==> config.mk <==
export PLATFORM = sky130hd
export DESIGN_NAME = codec_homing_control
export DESIGN_NICKNAME = d
export VERILOG_FILES = /design/src/shared/codec_homing_pkg.sv /design/src/core/stream_fifo.sv /design/src/core/frame_matcher.sv /design/src/core/codec_homing_control.sv
export SDC_FILE = /design/constraint.sdc
export NUM_CORES = 1
export LEC_CHECK = 0
export BUFFER_PORTS_ARGS = -buffer_cell sky130_fd_sc_hd__buf_2
export CAP_MARGIN = 20
export CORE_MARGIN = 2
export CORE_UTILIZATION = 35
export DETAILED_ROUTE_END_ITERATION = 16
export PLACE_DENSITY = 0.63
export SLEW_MARGIN = 20
export SYNTH_ARGS = -nofsm -noshare
export SYNTH_HDL_FRONTEND = slang
export SYNTH_HIERARCHICAL = 1
export SYNTH_SLANG_ARGS = --single-unit
==> constraint.sdc <==
create_clock -name sys_clk -period 4.1 [get_ports sys_clk]
set_input_delay 0.41 -clock sys_clk [delete_from_list [all_inputs] [get_ports sys_clk]]
set_output_delay 0.41 -clock sys_clk [all_outputs]
set_load 0.01 [all_outputs]
==> src/shared/codec_homing_pkg.sv <==
// Shared constants and carrier types for the codec homing control block
`default_nettype none

package codec_homing_pkg;

	////////////////////////////////////////////////////////////////////////////
	// Stream word format
	localparam int SAMPLE_W = 16;

	typedef struct packed {
		logic valid;
		logic last;
		logic [SAMPLE_W-1:0] data;
	} word_beat_t;

	localparam word_beat_t BEAT_IDLE = '{valid: 1'b0, last: 1'b0, data: 16'h0000};

	////////////////////////////////////////////////////////////////////////////
	// Encoder side: speech frames of fixed length
	localparam int ENC_FRAME_LEN = 160;
	localparam int ENC_IDX_W = 8;
	// Thirteen-bit value one, left-justified in a sixteen-bit word
	localparam logic [SAMPLE_W-1:0] ENC_HOME_SAMPLE = 16'h0008;

	////////////////////////////////////////////////////////////////////////////
	// Decoder side: parameter frames padded to a fixed word count
	localparam int MODE_COUNT = 8;
	localparam int MODE_W = 3;
	localparam int DEC_FRAME_WORDS = 16;
	localparam int DEC_IDX_W = 5;
	localparam int PAR_IDX_W = 4;

	// Homing parameter frames per rate mode, zero-padded; filled in at integration
	localparam logic [MODE_COUNT-1:0][DEC_FRAME_WORDS-1:0][SAMPLE_W-1:0] DEC_HOME_PATTERN = '0;

	// Words holding the prediction and first-subframe parameters, per mode
	localparam logic [MODE_COUNT-1:0][DEC_IDX_W-1:0] DEC_EARLY_WORDS = {MODE_COUNT{5'h04}};

	////////////////////////////////////////////////////////////////////////////
	// Output buffer of decoded speech
	localparam int FIFO_DEPTH = 16;

	// Home state after reset
	localparam logic HOME_AT_RESET = 1'b1;

endpackage : codec_homing_pkg

`default_nettype wire

==> src/core/stream_fifo.sv <==
// Shift-register FIFO with registered head and registered ready
`default_nettype none

module stream_fifo #(
	parameter int W = 16,
	parameter int DEPTH = 16
) (
	input wire logic sys_clk,
	input wire logic srst,
	input wire logic ce,
	input wire logic in_valid,
	input wire logic [W-1:0] in_data,
	output logic in_ready,
	output logic out_valid,
	output logic [W-1:0] out_data,
	input wire logic out_ready
);

	typedef struct packed {
		logic [DEPTH-1:0][W-1:0] data;
		logic [DEPTH-1:0] vld;
		logic in_rdy;
	} fifo_state_t;

	localparam fifo_state_t FIFO_RESET = '{data: '0, vld: '0, in_rdy: 1'b1};

	fifo_state_t s;
	fifo_state_t next_s;

	////////////////////////////////////////////////////////////////////////////
	// Head always sits in entry zero, so the output needs no read mux
	always_comb begin
		logic placed;
		placed = 1'b0;
		next_s = s;
		if (out_ready && s.vld[0]) begin
			for (int i = 0; i < DEPTH - 1; i++) begin
				next_s.data[i] = s.data[i+1];
				next_s.vld[i] = s.vld[i+1];
			end
			next_s.vld[DEPTH-1] = 1'b0;
		end
		if (in_valid && s.in_rdy) begin
			for (int i = 0; i < DEPTH; i++) begin
				if (!placed && !next_s.vld[i]) begin
					next_s.data[i] = in_data;
					next_s.vld[i] = 1'b1;
					placed = 1'b1;
				end
			end
		end
		next_s.in_rdy = !next_s.vld[DEPTH-1];
	end

	always_ff @(posedge sys_clk) begin
		if (srst) begin
			s <= FIFO_RESET;
		end else if (ce) begin
			s <= next_s;
		end
	end

	assign in_ready = s.in_rdy;
	assign out_valid = s.vld[0];
	assign out_data = s.data[0];

endmodule : stream_fifo

`default_nettype wire

==> src/core/frame_matcher.sv <==
// Frame segmentation counter with whole-frame and leading-part comparison
`default_nettype none

module frame_matcher #(
	parameter int LEN = 160,
	parameter int IW = 8
) (
	input wire logic sys_clk,
	input wire logic srst,
	input wire logic ce,
	input wire logic in_valid,
	input wire logic [15:0] in_data,
	input wire logic [15:0] expect_word,
	input wire logic [IW-1:0] early_len,
	output logic [IW-1:0] idx,
	output logic frame_end,
	output logic full_hit,
	output logic early_hit
);

	localparam logic [IW-1:0] LAST_IDX = IW'(LEN - 1);

	typedef struct packed {
		logic [IW-1:0] idx;
		logic ok_full;
		logic ok_early;
	} match_state_t;

	localparam match_state_t MATCH_RESET = '{idx: '0, ok_full: 1'b1, ok_early: 1'b1};

	match_state_t s;
	match_state_t next_s;
	logic word_ok;
	logic in_early;

	////////////////////////////////////////////////////////////////////////////
	// Hits are valid on the beat that closes the frame
	assign word_ok = (in_data == expect_word);
	assign in_early = (s.idx < early_len);
	assign frame_end = in_valid && (s.idx == LAST_IDX);
	assign full_hit = s.ok_full && word_ok;
	assign early_hit = s.ok_early && (word_ok || !in_early);
	assign idx = s.idx;

	always_comb begin
		next_s = s;
		if (frame_end) begin
			next_s = MATCH_RESET;
		end else if (in_valid) begin
			next_s.idx = s.idx + 1'b1;
			next_s.ok_full = s.ok_full && word_ok;
			next_s.ok_early = s.ok_early && (word_ok || !in_early);
		end
	end

	always_ff @(posedge sys_clk) begin
		if (srst) begin
			s <= MATCH_RESET;
		end else if (ce) begin
			s <= next_s;
		end
	end

endmodule : frame_matcher

`default_nettype wire

==> src/core/codec_homing_control.sv <==
// In-band homing detection and home-state control for encoder and decoder
`default_nettype none

module codec_homing_control (
	input wire logic sys_clk,
	input wire logic srst,
	input wire logic ce,
	input wire logic [codec_homing_pkg::MODE_W-1:0] rate_mode,
	input wire codec_homing_pkg::word_beat_t enc_in,
	output codec_homing_pkg::word_beat_t enc_core,
	input wire codec_homing_pkg::word_beat_t enc_par,
	output codec_homing_pkg::word_beat_t enc_out,
	output logic enc_home_reset,
	output logic enc_homed,
	input wire codec_homing_pkg::word_beat_t dec_in,
	output codec_homing_pkg::word_beat_t dec_core,
	input wire codec_homing_pkg::word_beat_t dec_sp,
	output logic dec_sp_ready,
	output logic dec_out_valid,
	output logic [codec_homing_pkg::SAMPLE_W-1:0] dec_out_data,
	input wire logic dec_out_ready,
	output logic dec_home_reset,
	output logic dec_homed
);

	typedef struct packed {
		codec_homing_pkg::word_beat_t enc_core;
		codec_homing_pkg::word_beat_t enc_out;
		logic [codec_homing_pkg::PAR_IDX_W-1:0] enc_par_idx;
		logic enc_home;
		logic enc_pend_hit;
		logic enc_home_reset;
		codec_homing_pkg::word_beat_t dec_core;
		logic dec_home;
		logic dec_pend_hit;
		logic dec_home_reset;
	} ctl_state_t;

	localparam ctl_state_t CTL_RESET = '{
		enc_core: codec_homing_pkg::BEAT_IDLE,
		enc_out: codec_homing_pkg::BEAT_IDLE,
		enc_par_idx: '0,
		enc_home: codec_homing_pkg::HOME_AT_RESET,
		enc_pend_hit: 1'b0,
		enc_home_reset: 1'b0,
		dec_core: codec_homing_pkg::BEAT_IDLE,
		dec_home: codec_homing_pkg::HOME_AT_RESET,
		dec_pend_hit: 1'b0,
		dec_home_reset: 1'b0
	};

	ctl_state_t s;
	ctl_state_t next_s;

	logic [codec_homing_pkg::ENC_IDX_W-1:0] enc_idx;
	logic enc_frame_end;
	logic enc_full_hit;
	logic [codec_homing_pkg::DEC_IDX_W-1:0] dec_idx;
	logic dec_frame_end;
	logic dec_full_hit;
	logic dec_early_hit;
	logic [codec_homing_pkg::SAMPLE_W-1:0] dec_expect;
	logic [codec_homing_pkg::SAMPLE_W-1:0] enc_pattern_word;
	logic enc_substitute;
	logic dec_substitute;
	logic [codec_homing_pkg::SAMPLE_W-1:0] dec_push_data;
	logic dec_sp_take;
	logic fifo_in_ready;

	////////////////////////////////////////////////////////////////////////////
	// Frame detectors
	frame_matcher #(
		.LEN(codec_homing_pkg::ENC_FRAME_LEN),
		.IW(codec_homing_pkg::ENC_IDX_W)
	) enc_match (
		.sys_clk(sys_clk),
		.srst(srst),
		.ce(ce),
		.in_valid(enc_in.valid),
		.in_data(enc_in.data),
		.expect_word(codec_homing_pkg::ENC_HOME_SAMPLE),
		.early_len(8'(codec_homing_pkg::ENC_FRAME_LEN)),
		.idx(enc_idx),
		.frame_end(enc_frame_end),
		.full_hit(enc_full_hit),
		.early_hit()
	);

	assign dec_expect =
		codec_homing_pkg::DEC_HOME_PATTERN[rate_mode][dec_idx[codec_homing_pkg::PAR_IDX_W-1:0]];

	frame_matcher #(
		.LEN(codec_homing_pkg::DEC_FRAME_WORDS),
		.IW(codec_homing_pkg::DEC_IDX_W)
	) dec_match (
		.sys_clk(sys_clk),
		.srst(srst),
		.ce(ce),
		.in_valid(dec_in.valid),
		.in_data(dec_in.data),
		.expect_word(dec_expect),
		.early_len(codec_homing_pkg::DEC_EARLY_WORDS[rate_mode]),
		.idx(dec_idx),
		.frame_end(dec_frame_end),
		.full_hit(dec_full_hit),
		.early_hit(dec_early_hit)
	);

	////////////////////////////////////////////////////////////////////////////
	// Speech output buffer; its ready stalls the decoder core
	stream_fifo #(
		.W(codec_homing_pkg::SAMPLE_W),
		.DEPTH(codec_homing_pkg::FIFO_DEPTH)
	) dec_buf (
		.sys_clk(sys_clk),
		.srst(srst),
		.ce(ce),
		.in_valid(dec_sp.valid),
		.in_data(dec_push_data),
		.in_ready(fifo_in_ready),
		.out_valid(dec_out_valid),
		.out_data(dec_out_data),
		.out_ready(dec_out_ready)
	);

	assign enc_pattern_word =
		codec_homing_pkg::DEC_HOME_PATTERN[rate_mode][s.enc_par_idx];
	assign enc_substitute = s.enc_home && s.enc_pend_hit;
	assign dec_substitute = s.dec_home && s.dec_pend_hit;
	assign dec_push_data = dec_substitute ? codec_homing_pkg::ENC_HOME_SAMPLE : dec_sp.data;
	assign dec_sp_take = dec_sp.valid && fifo_in_ready;

	////////////////////////////////////////////////////////////////////////////
	// Next state
	always_comb begin
		next_s = s;
		next_s.enc_home_reset = 1'b0;
		next_s.dec_home_reset = 1'b0;

		// Samples reach the encoder unchanged, homing or not
		next_s.enc_core = enc_in;
		next_s.enc_core.last = enc_frame_end;
		if (enc_frame_end) begin
			next_s.enc_pend_hit = enc_full_hit;
		end

		next_s.enc_out = enc_par;
		if (enc_par.valid) begin
			next_s.enc_par_idx = enc_par.last ? '0 : s.enc_par_idx + 1'b1;
			if (enc_substitute) begin
				next_s.enc_out.data = enc_pattern_word;
			end
			if (enc_par.last) begin
				// Home state follows the frame just emitted
				next_s.enc_home = s.enc_pend_hit;
				next_s.enc_home_reset = s.enc_pend_hit;
			end
		end

		next_s.dec_core = dec_in;
		next_s.dec_core.last = dec_frame_end;
		if (dec_frame_end) begin
			// Short compare only trusted when already homed
			next_s.dec_pend_hit = s.dec_home ? dec_early_hit : dec_full_hit;
		end

		if (dec_sp_take && dec_sp.last) begin
			// Reset lands only on the last speech sample of the frame
			next_s.dec_home = s.dec_pend_hit;
			next_s.dec_home_reset = s.dec_pend_hit;
		end
	end

	always_ff @(posedge sys_clk) begin
		if (srst) begin
			s <= CTL_RESET;
		end else if (ce) begin
			s <= next_s;
		end
	end

	assign enc_core = s.enc_core;
	assign enc_out = s.enc_out;
	assign enc_home_reset = s.enc_home_reset;
	assign enc_homed = s.enc_home;
	assign dec_core = s.dec_core;
	assign dec_sp_ready = fifo_in_ready;
	assign dec_home_reset = s.dec_home_reset;
	assign dec_homed = s.dec_home;
endmodule : codec_homing_control

`default_nettype wire

Word-level counts from Yosys, hierarchy flattened
Memories as Yosys holds them, arrays and structs flattened.
Index checks and enable logic that the tools add are counted.
{ "totals": {"register_bits": 354, "romBits": 2088, "inputBits": 79, "elab_cells": 206, "mem_count": 2} }
{ "op_classes": {"reduce_logical": 71, "n_mux": 81, "n_eq_ne": 4, "addsub": 3, "order_cmp": 5} }
{ "memory_table": {"columns": ["name", "depth", "width", "rd", "rd_clocked_by_memory_dff", "write_ports", "line", "rtl"], "rows": [
  ["(no name shown)", 8, 256, 1, 0, 0, "codec_homing_control.sv:127", "codec_homing_pkg::DEC_HOME_PATTERN[rate_mode][s.enc_par_idx];"],
  ["(no name shown)", 8, 5, 1, 0, 0, "codec_homing_control.sv:102", ".early_len(codec_homing_pkg::DEC_EARLY_WORDS[rate_mode]),"]
]} }
{ "op_table": {"columns": ["operator", "count"], "rows": [
  ["256-bit 2-to-1 mux", 3],
  ["16-bit 2-to-1 mux", 19],
  ["16-bit binary-select mux with 4-bit select", 2],
  ["1-bit 2-to-1 mux", 50],
  ["1-bit logical NOT", 33],
  ["1-bit logical AND", 26],
  ["21-bit 2-to-1 mux", 1],
  ["10-bit 2-to-1 mux", 2],
  ["16-bit == test", 1],
  ["16-bit by 4-bit == test with 1-bit output (second input constant)", 1],
  ["7-bit 2-to-1 mux", 2],
  ["2-bit AND reduction", 6],
  ["4-bit by 5-bit < comparator with 1-bit output (second input constant)", 2],
  ["8-bit by 1-bit adder with 8-bit output (second input constant)", 1],
  ["8-bit == test (second input constant)", 1],
  ["8-bit < comparator (second input constant)", 1],
  ["3-bit AND reduction", 2],
  ["5-bit by 1-bit adder with 5-bit output (second input constant)", 1],
  ["5-bit by 4-bit == test with 1-bit output (second input constant)", 1],
  ["5-bit < comparator", 1],
  ["5-bit 2-to-1 mux", 1],
  ["4-bit by 1-bit adder with 4-bit output (second input constant)", 1],
  ["3-bit by 4-bit < comparator with 1-bit output (second input constant)", 1],
  ["4-bit 2-to-1 mux", 1],
  ["2 further kinds", 4]
]} }

Logic depth before layout (Yosys ltp)
Gate-level depths: netlist of the first run.
{ "logic_depth": {"word_depth": 65, "mapped_depth": 10} }

Modules after synthesis
The synthesis of the first run kept the hierarchy.
{ "modules_own_cells": {"columns": ["mod", "area_per_inst_um2", "n_inst", "cells_per_inst"], "rows": [
  ["stream_fifo", 13957.1, 1, 1711],
  ["codec_homing_control", 2758.9, 1, 279],
  ["frame_matcher at enc_match", 878.3, 1, 102],
  ["frame_matcher at dec_match", 635.6, 1, 76]
]} }

Worst setup path before layout of the first run
Ideal clock, no wire load.
{ "synth_path": {"path_kind": "input to register", "startpoint": "in dec_out_ready", "endpoint": "reg dec_buf/s[262] (netlist name)", "slack_ps": 1971, "arrival_time_ps": 2002, "cell_stages": 7, "setup_time_ps": 128, "cell_sequence": "buf_6 a21bo_2 a21o_2 nor4_4 buf_6 mux2i_1 nor2_1"} }
{ "synth_via": {"elab_chain_len": 63, "elab_cells_between_ends": 78} }
{ "synth_rtl": {"columns": ["element", "line", "rtl"], "rows": [
  ["start: declaration", "codec_homing_control.sv:21", "input wire logic dec_out_ready,"],
  ["1-bit logical AND (*)", "stream_fifo.sv:36", "if (out_ready && s.vld[0]) begin"],
  ["256-bit 2-to-1 mux (*)", "stream_fifo.sv:36", null],
  ["1-bit 2-to-1 mux", "stream_fifo.sv:45", "if (!placed && !next_s.vld[i]) begin"],
  ["1-bit 2-to-1 mux", "stream_fifo.sv:43", "if (in_valid && s.in_rdy) begin"],
  ["1-bit logical NOT", "stream_fifo.sv:45", null],
  ["1-bit logical AND", "stream_fifo.sv:45", null],
  ["1-bit 2-to-1 mux", "stream_fifo.sv:45", null],
  ["1-bit 2-to-1 mux", "stream_fifo.sv:43", null],
  ["[47 not listed]", null, null],
  ["1-bit 2-to-1 mux", "stream_fifo.sv:43", null],
  ["1-bit logical NOT", "stream_fifo.sv:45", null],
  ["1-bit logical AND", "stream_fifo.sv:45", null],
  ["1-bit 2-to-1 mux", "stream_fifo.sv:45", null],
  ["1-bit 2-to-1 mux", "stream_fifo.sv:43", null],
  ["1-bit logical NOT", "stream_fifo.sv:45", null],
  ["1-bit logical AND (*)", "stream_fifo.sv:45", null],
  ["3-bit AND reduction (no source line) (*)", null, null],
  ["end signal: assignment", "stream_fifo.sv:59", "s <= next_s;"],
  ["end: declaration", "stream_fifo.sv:27", "fifo_state_t s;"]
]} }
Every way passes the cells marked *; elsewhere a longest branch is shown, timed or not. The select of a mux whose other input is x is not followed.
A chain may end at the register's enable or synchronous reset.

Worst setup path after layout of the first run
{ "layout_path": {"startpoint": "reg dec_buf.s, in the netlist dec_buf/out_valid", "endpoint": "reg dec_buf/s[10] (netlist name)"} }
{ "layout_via": {"elab_chain_len": 40, "elab_cells_between_ends": 49} }
{ "layout_rtl": {"columns": ["element", "line"], "rows": [
  ["1-bit logical AND", "stream_fifo.sv:36"],
  ["256-bit 2-to-1 mux (*)", "stream_fifo.sv:36"],
  ["1-bit 2-to-1 mux", "stream_fifo.sv:45"],
  ["1-bit 2-to-1 mux", "stream_fifo.sv:43"],
  ["1-bit logical NOT", "stream_fifo.sv:45"],
  ["1-bit logical AND", "stream_fifo.sv:45"],
  ["1-bit 2-to-1 mux", "stream_fifo.sv:45"],
  ["1-bit 2-to-1 mux", "stream_fifo.sv:43"],
  ["[24 not listed]", null],
  ["1-bit logical NOT", "stream_fifo.sv:45"],
  ["1-bit logical AND", "stream_fifo.sv:45"],
  ["1-bit 2-to-1 mux", "stream_fifo.sv:45"],
  ["1-bit 2-to-1 mux", "stream_fifo.sv:43"],
  ["1-bit logical NOT", "stream_fifo.sv:45"],
  ["1-bit logical AND", "stream_fifo.sv:45"],
  ["1-bit 2-to-1 mux", "stream_fifo.sv:45"],
  ["256-bit 2-to-1 mux (*)", "stream_fifo.sv:43"]
]} }
Marked as above.

==> results by group, run 1 <==
Floorplan
  – Chip height: 230 um
  – Num rows: 82
  – Ports: 155
  – Width of the die: 230 um
  – Initial Util: 35.6%
  – Core area: 0.0504 mm^2
  – Die area: 0.0530 mm^2

Detailed routing
  – Vias: 15471
  – Drt first pass iters: 6
  – Final ANT Viol Nets: 0
  – Wire per inst: 17.7 um
  – # DRC: 0
  – 1st-iter DRT viols: 1103
  – Total Wirelength: 50.1 mm
  – Vias per cell: 5.47

Placement
  – DP HPWL: 31.4 mm
  – Place WS: 827 ps
  – RePlAce Congestion: 0.843
  – Cell Area, Placed: 0.0185 mm^2
  – I/O Buffers: 149
  – Dpl cells: 2759

Final layout
  – Finished Layout Cells: 2829
  – Fin nets: 2213
  – # fillers: 5033
  – Post-route design area: 0.0199 mm^2
  – Share of cells above drive strength 1: 14.7%
  – Area growth from synthesis to final layout: 10.9%

Job
  – Max_cap viols: 0

Power and ir drop
  – Maximum vdd drop: 0.271 mV
  – Cell area power density: 392 mW/mm^2
  – LEAKAGE: 7.29 nW

Outcome
  – Status: complete, no violations

Clocking
  – # resized after CTS: 0
  – H-tree levels: 2
  – Latest clock arrival within the worst-skew pair: 560 ps
  – Hold_buf cts: 0
  – CTS Root Cell: clkbuf_16
  – CTS sink cnt: 349
  – TritonCTS Buffers: 39
  – CTS tree: done
  – CTS max path bufs: 3
  – Postcts setup bufs: 0
  – Clock-pin slew on the worst setup and hold paths: 60 ps

Global route
  – Pin count of the biggest net entering global routing: 128
  – GRT Overall Usage: 18.6%
  – Grt total ovfl: 0
  – Global-route wire length before repair: 80.9 mm
  – Initial antenna violation count: 1
  – Number of global-route vias before repair: 15009

Synthesis
  – Cells after synthesis: 2127
  – Synth Cell Area: 0.0179 mm^2
  – Syn avg cell area: 8.42 um^2
  – Synth warn: 6

Min path
  – Hold Path Cell Cnt: 3
  – Hold path endpoint: dec_core[11]
  – Hold Path Origin: dec_in[11]
  – Min-Delay Path Class: input port to flop

Timing
  – Min cycle time layout: 3180 ps
  – Final-report setup violation count: 0
  – Normalized max-slew margin: 30.7%
  – Setup ws final: 918 ps
  – Pins over their slew limit: 0
  – Setup TNS: 0 ps
  – Worst-Margin Slew: 1040 ps
  – FMAX: 0.314 GHz
  – RSZ-0062 raised after global routing: no
  – Worst Skew: 22.3 ps
  – Final period utilization: 77.6%
  – Fin. Hold Viols: 0

Critical path
  – Critical R2R Capture: dec_buf/s[10]
  – Crit path kind: flop to flop
  – Critical path required time: 4580 ps
  – CP max FO: 69
  – Critical Path Source Type: flop
  – RR Startpoint: dec_buf/out_valid
  – R2R depth: 6
  – Worst setup path start: dec_buf/out_valid
  – WP data arrival: 3660 ps
  – R2r setup slk: 920 ps
  – Crit. End Element: flop
worst max-delay path: stages (launching register included):
cell and delay (ps):
dfxtp_1 870, and2_4 690, buf_4 710, nand2_1 110, a211oi_1 390, a21boi_0 150, o22ai_1 140
where the power goes:
part           leakage, nW  internal [mW]  total, mW  switching [mW]
clock network        0.648           2.16       3.61            1.45
registers             2.83           3.48       3.53          0.0531
logic                 3.81          0.216      0.655           0.439
total                 7.29           5.85       7.80            1.94
cell type report:
type / count / area [um^2] / area share, %
flip-flops and latches: 349 / 6990 / 35.2
clock buffers: 55 / 1160 / 5.82
inverters: 43 / 161 / 0.812
multi-input cells: 1509 / 9500 / 47.8
well taps: 672 / 841 / 4.23
clock inverters: 14 / 168 / 0.844
diodes: 1 / 2.50 / 0.0126
repair buffers: 186 / 1060 / 5.32
cells in the final DEF (no fill, tap or decap), types with 6 or more instances in the layout:
cell         n
nand2_1    322
a21oi_1     72
buf_2      147
o21ai_0     63
nand4_1     11
conb_1      37
a21oi_2      6
a221oi_1    32
nand2b_1    22
a2111oi_2   14
or3_1       18
o2bb2ai_1   17
nor3_1      72
and2_1      37
and3_1      20
nand3_1     23
a221o_1     47
nor2_1     221
o211ai_1    16
nand3b_1    19
mux2i_1    168
dfxtp_1    349
inv_1       41
clkbuf_8    10
o31ai_1     34
nor4_1       6
buf_4       36
a211oi_1    49
clkbuf_16   40
ha_1         6
o311ai_0    17
xor2_1      36
a2111oi_0   30
clkinv_2     6
per-layer routing:
metal	part of all wire (%)	track usage, %	up-vias
met5	0	0	-
li1	-	-	7460
met4	2.9	6.94	0
met3	5.2	2.79	90
met1	45	23.6	7473
met2	47	31.6	448
stage by stage:
stage	hold WS, ps	util (%)	power (mW)
floorplan	434	-	4.09
global placement	440	36.8	4.24
detailed placement	444	36.8	4.26
CTS	85.0	39.4	7.87
global route	102	39.4	8.07
finish	109	39.4	7.80
flip-flops by register name, indices dropped and copies added (netlist names), 2 cells and up:
register          count
dec_buf/out_data     16
dec_buf/s           255
dec_core             18
dec_match/idx         5
dec_match/s           2
enc_core             18
enc_match/idx         8
enc_out              18
s                     2
how the worst max path moves through the flow:
stage | to | slack, ps | cells past startpoint
2_1_floorplan | dec_buf/s[262] | 1970 | 7
3_3_place_gp | dec_buf/s[228] | 990 | 5
3_5_place_dp | dec_buf/s[229] | 830 | 5
4_1_cts | dec_buf/s[229] | 810 | 5
5_1_grt | dec_buf/s[127] | 660 | 4
6_report | dec_buf/s[10] | 920 | 6
No activity file was read; power rests on OpenSTA's default activity.
==> run 2, diff against run 1 <==
clock period = 3 ns   (was 4.1 ns; I/O delays follow)
==> run 2 against run 1 <==
Sequential power up 37%. Clock-buffer cell count up 4. First-iteration DRC count up 20%. Flip-flop and latch count unchanged. Global-route usage about the same. Clock power up 30%. Non-clock buffer count up 22. Critical endpoint is now dec_buf/s[234]. Largest cell class unchanged.
==> results by group, run 2 (same netlist as run 1, synthesis figures left out) <==
Outcome
  – Status: complete, no violations

Timing
  – RSZ-0062 raised after global routing: no
  – Worst Skew: 25.2 ps (+2.93 ps)
  – Setup TNS: 0 ps (unchanged)
  – Final-report setup violation count: 0 (unchanged)
  – Min cycle time layout: 2520 ps (-658 ps)
  – Fin. Hold Viols: 0 (unchanged)
  – Final period utilization: 84.2% (+6.5 points)
  – Normalized max-slew margin: 33.1% (+2.4 points)
  – Pins over their slew limit: 0 (unchanged)
  – Worst-Margin Slew: 1000 ps (-33.7 ps)
  – FMAX: 0.396 GHz (+26%)

Clocking
  – H-tree levels: 2 (unchanged)
  – TritonCTS Buffers: 38 (-2.6%)
  – # resized after CTS: 0 (unchanged)
  – Clock-pin slew on the worst setup and hold paths: 60 ps (about the same)
  – Postcts setup bufs: 0 (unchanged)
  – CTS max path bufs: 3 (unchanged)
  – CTS sink cnt: 349 (unchanged)
  – CTS tree: done
  – Latest clock arrival within the worst-skew pair: 550 ps (about the same)
  – CTS Root Cell: clkbuf_16
  – Hold_buf cts: 0 (unchanged)

Critical path
  – Critical path required time: 3410 ps (-1170 ps)
  – Worst setup path start: dec_buf/out_valid
  – Critical Path Source Type: flop
  – Crit. End Element: flop
  – CP max FO: 34 (-51%)
  – WP data arrival: 2930 ps (-730 ps)
  – Crit path kind: flop to flop
  – R2r setup slk: 480 ps (-440 ps)
  – R2R depth: 7 (+1)
  – Critical R2R Capture: dec_buf/s[234]
  – CP Capture Point: dec_buf/s[234]
  – RR Startpoint: dec_buf/out_valid

Final layout
  – Share of cells above drive strength 1: 15.1% (+0.38 points)
  – Commonest cells after routing, fill and taps aside: dfxtp_1 (349), nand2_1 (323), nor2_1 (222)
  – Largest Register: dec_buf/s
  – Number of flip-flops in the largest register: 255 (unchanged)
  – Finished Layout Cells: 2847 (+0.64%)
  – Diodes inserted: 0 (-1)
  – Area growth from synthesis to final layout: 11.8%
  – Fin nets: 2234 (+0.95%)
  – Most common cell after layout, fill and taps aside: dfxtp_1

Detailed routing
  – Vias per cell: 5.46 (-0.15%)
  – Total Wirelength: 50.4 mm (+0.63%)
  – 1st-iter DRT viols: 1327 (+20%)
  – Drt first pass iters: 5 (-1)
  – Vias: 15546 (+0.48%)
  – # DRC: 0 (unchanged)
  – Wire per inst: 17.7 um (about the same)
  – Final ANT Viol Nets: 0 (unchanged)

Placement
  – RePlAce Congestion: 0.854 (+1.2%)
  – I/O Buffers: 149 (unchanged)
  – Dpl cells: 2781 (+0.80%)
  – DP HPWL: 32.4 mm (+3.3%)

Floorplan
  – Core area: 0.0504 mm^2 (unchanged)
  – Chip height: 230 um (unchanged)
  – Num rows: 82 (unchanged)
  – Width of the die: 230 um (unchanged)
  – Ports: 155 (unchanged)
  – Die area: 0.0530 mm^2 (unchanged)
  – Initial Util: 35.6% (unchanged)

Global route
  – Initial antenna violation count: 0 (-1)
  – Pin count of the biggest net entering global routing: 171 (+34%)
  – Global-route wire length before repair: 81.1 mm (+0.25%)
  – Number of global-route vias before repair: 15084 (+0.50%)
  – GRT Overall Usage: 18.6% (+0.020 points)
  – Grt total ovfl: 0 (unchanged)

Power and ir drop
  – Maximum vdd drop: 0.296 mV (+9.5%)
  – Cell area power density: 522 mW/mm^2 (+33%)
  – LEAKAGE: 7.39 nW (+1.4%)

Job
  – Max_cap viols: 0 (unchanged)

Min path
  – Min-Delay Path Class: input port to flop
  – Hold Path Cell Cnt: 3 (unchanged)
-- run 2: changes by cell type in the layout (fill, tap and decap cells not counted), moves of 2 or more --
cell       previous run  this run
clkbuf_8             10        12
bufinv_16             3         1
clkinv_2              6         2
buf_4                36        51
clkbuf_1              5         8
buf_12                2         9
-- run 2: through the flow --
| stage | utilization, % | instance area [um^2] | total power [mW] | hold WS [ps] | setup WS (ps) |
|---|---|---|---|---|---|
| after floorplan | - | 18000 | 5.58 | 369 | 900 |
| after global placement | 37.3 | 18800 | 5.83 | 439 | 539 |
| after detailed placement | 37.3 | 18800 | 5.85 | 446 | 522 |
| after CTS | 39.8 | 20000 | 10.6 | 7.39 | 509 |
| after global routing | 39.8 | 20000 | 10.9 | 14.7 | 334 |
| final | 39.8 | 20000 | 10.5 | 29.1 | 475 |
-- run 2: worst min-delay path by stage --
stage / startpoint / end / slack, ps
finish: enc_in[15] / enc_core[15] / 30
detailed placement: enc_out[6] / enc_out[6] / 450
CTS: dec_in[9] / dec_core[9] / 7
floorplan: srst / dec_match/idx[1] / 370
global route: enc_in[0] / enc_core[0] / 10
global placement: enc_out[8] / enc_out[8] / 440
-- run 2: power by group --
| group | internal [mW] | leakage (nW) | total (mW) | switching [mW] |
|---|---|---|---|---|
| clock | 2.77 | 0.612 | 4.71 | 1.94 |
| combinational | 0.317 | 3.94 | 0.930 | 0.613 |
| sequential | 4.75 | 2.83 | 4.82 | 0.0684 |
| total | 7.84 | 7.39 | 10.5 | 2.62 |
-- run 2: routing by layer --
| metal | vias up | routed length, um | global-route usage, % |
|---|---|---|---|
| li1 | 7490 | - | - |
| met1 | 7479 | 22600 | 24.3 |
| met2 | 459 | 23200 | 30.5 |
| met3 | 118 | 2820 | 2.95 |
| met4 | 0 | 1840 | 7.40 |
| met5 | - | 0 | 0 |
-- run 2: cell type report --
class                   count  area (um^2)
inverters                  43          161
clock inverters             7         87.6
multi-input cells        1509         9480
flip-flops and latches    349         6990
repair buffers            208         1310
clock buffers              59         1170
well taps                 672          841
fillers                  5076        30300
-- run 2: worst max-delay path, stage by stage, from the launching register on --
cell      delay [ps]
dfxtp_1          420
buf_4            280
nand3_1          190
a21o_2           350
a211o_1          270
buf_4            260
o311ai_0         450
o211ai_1         160
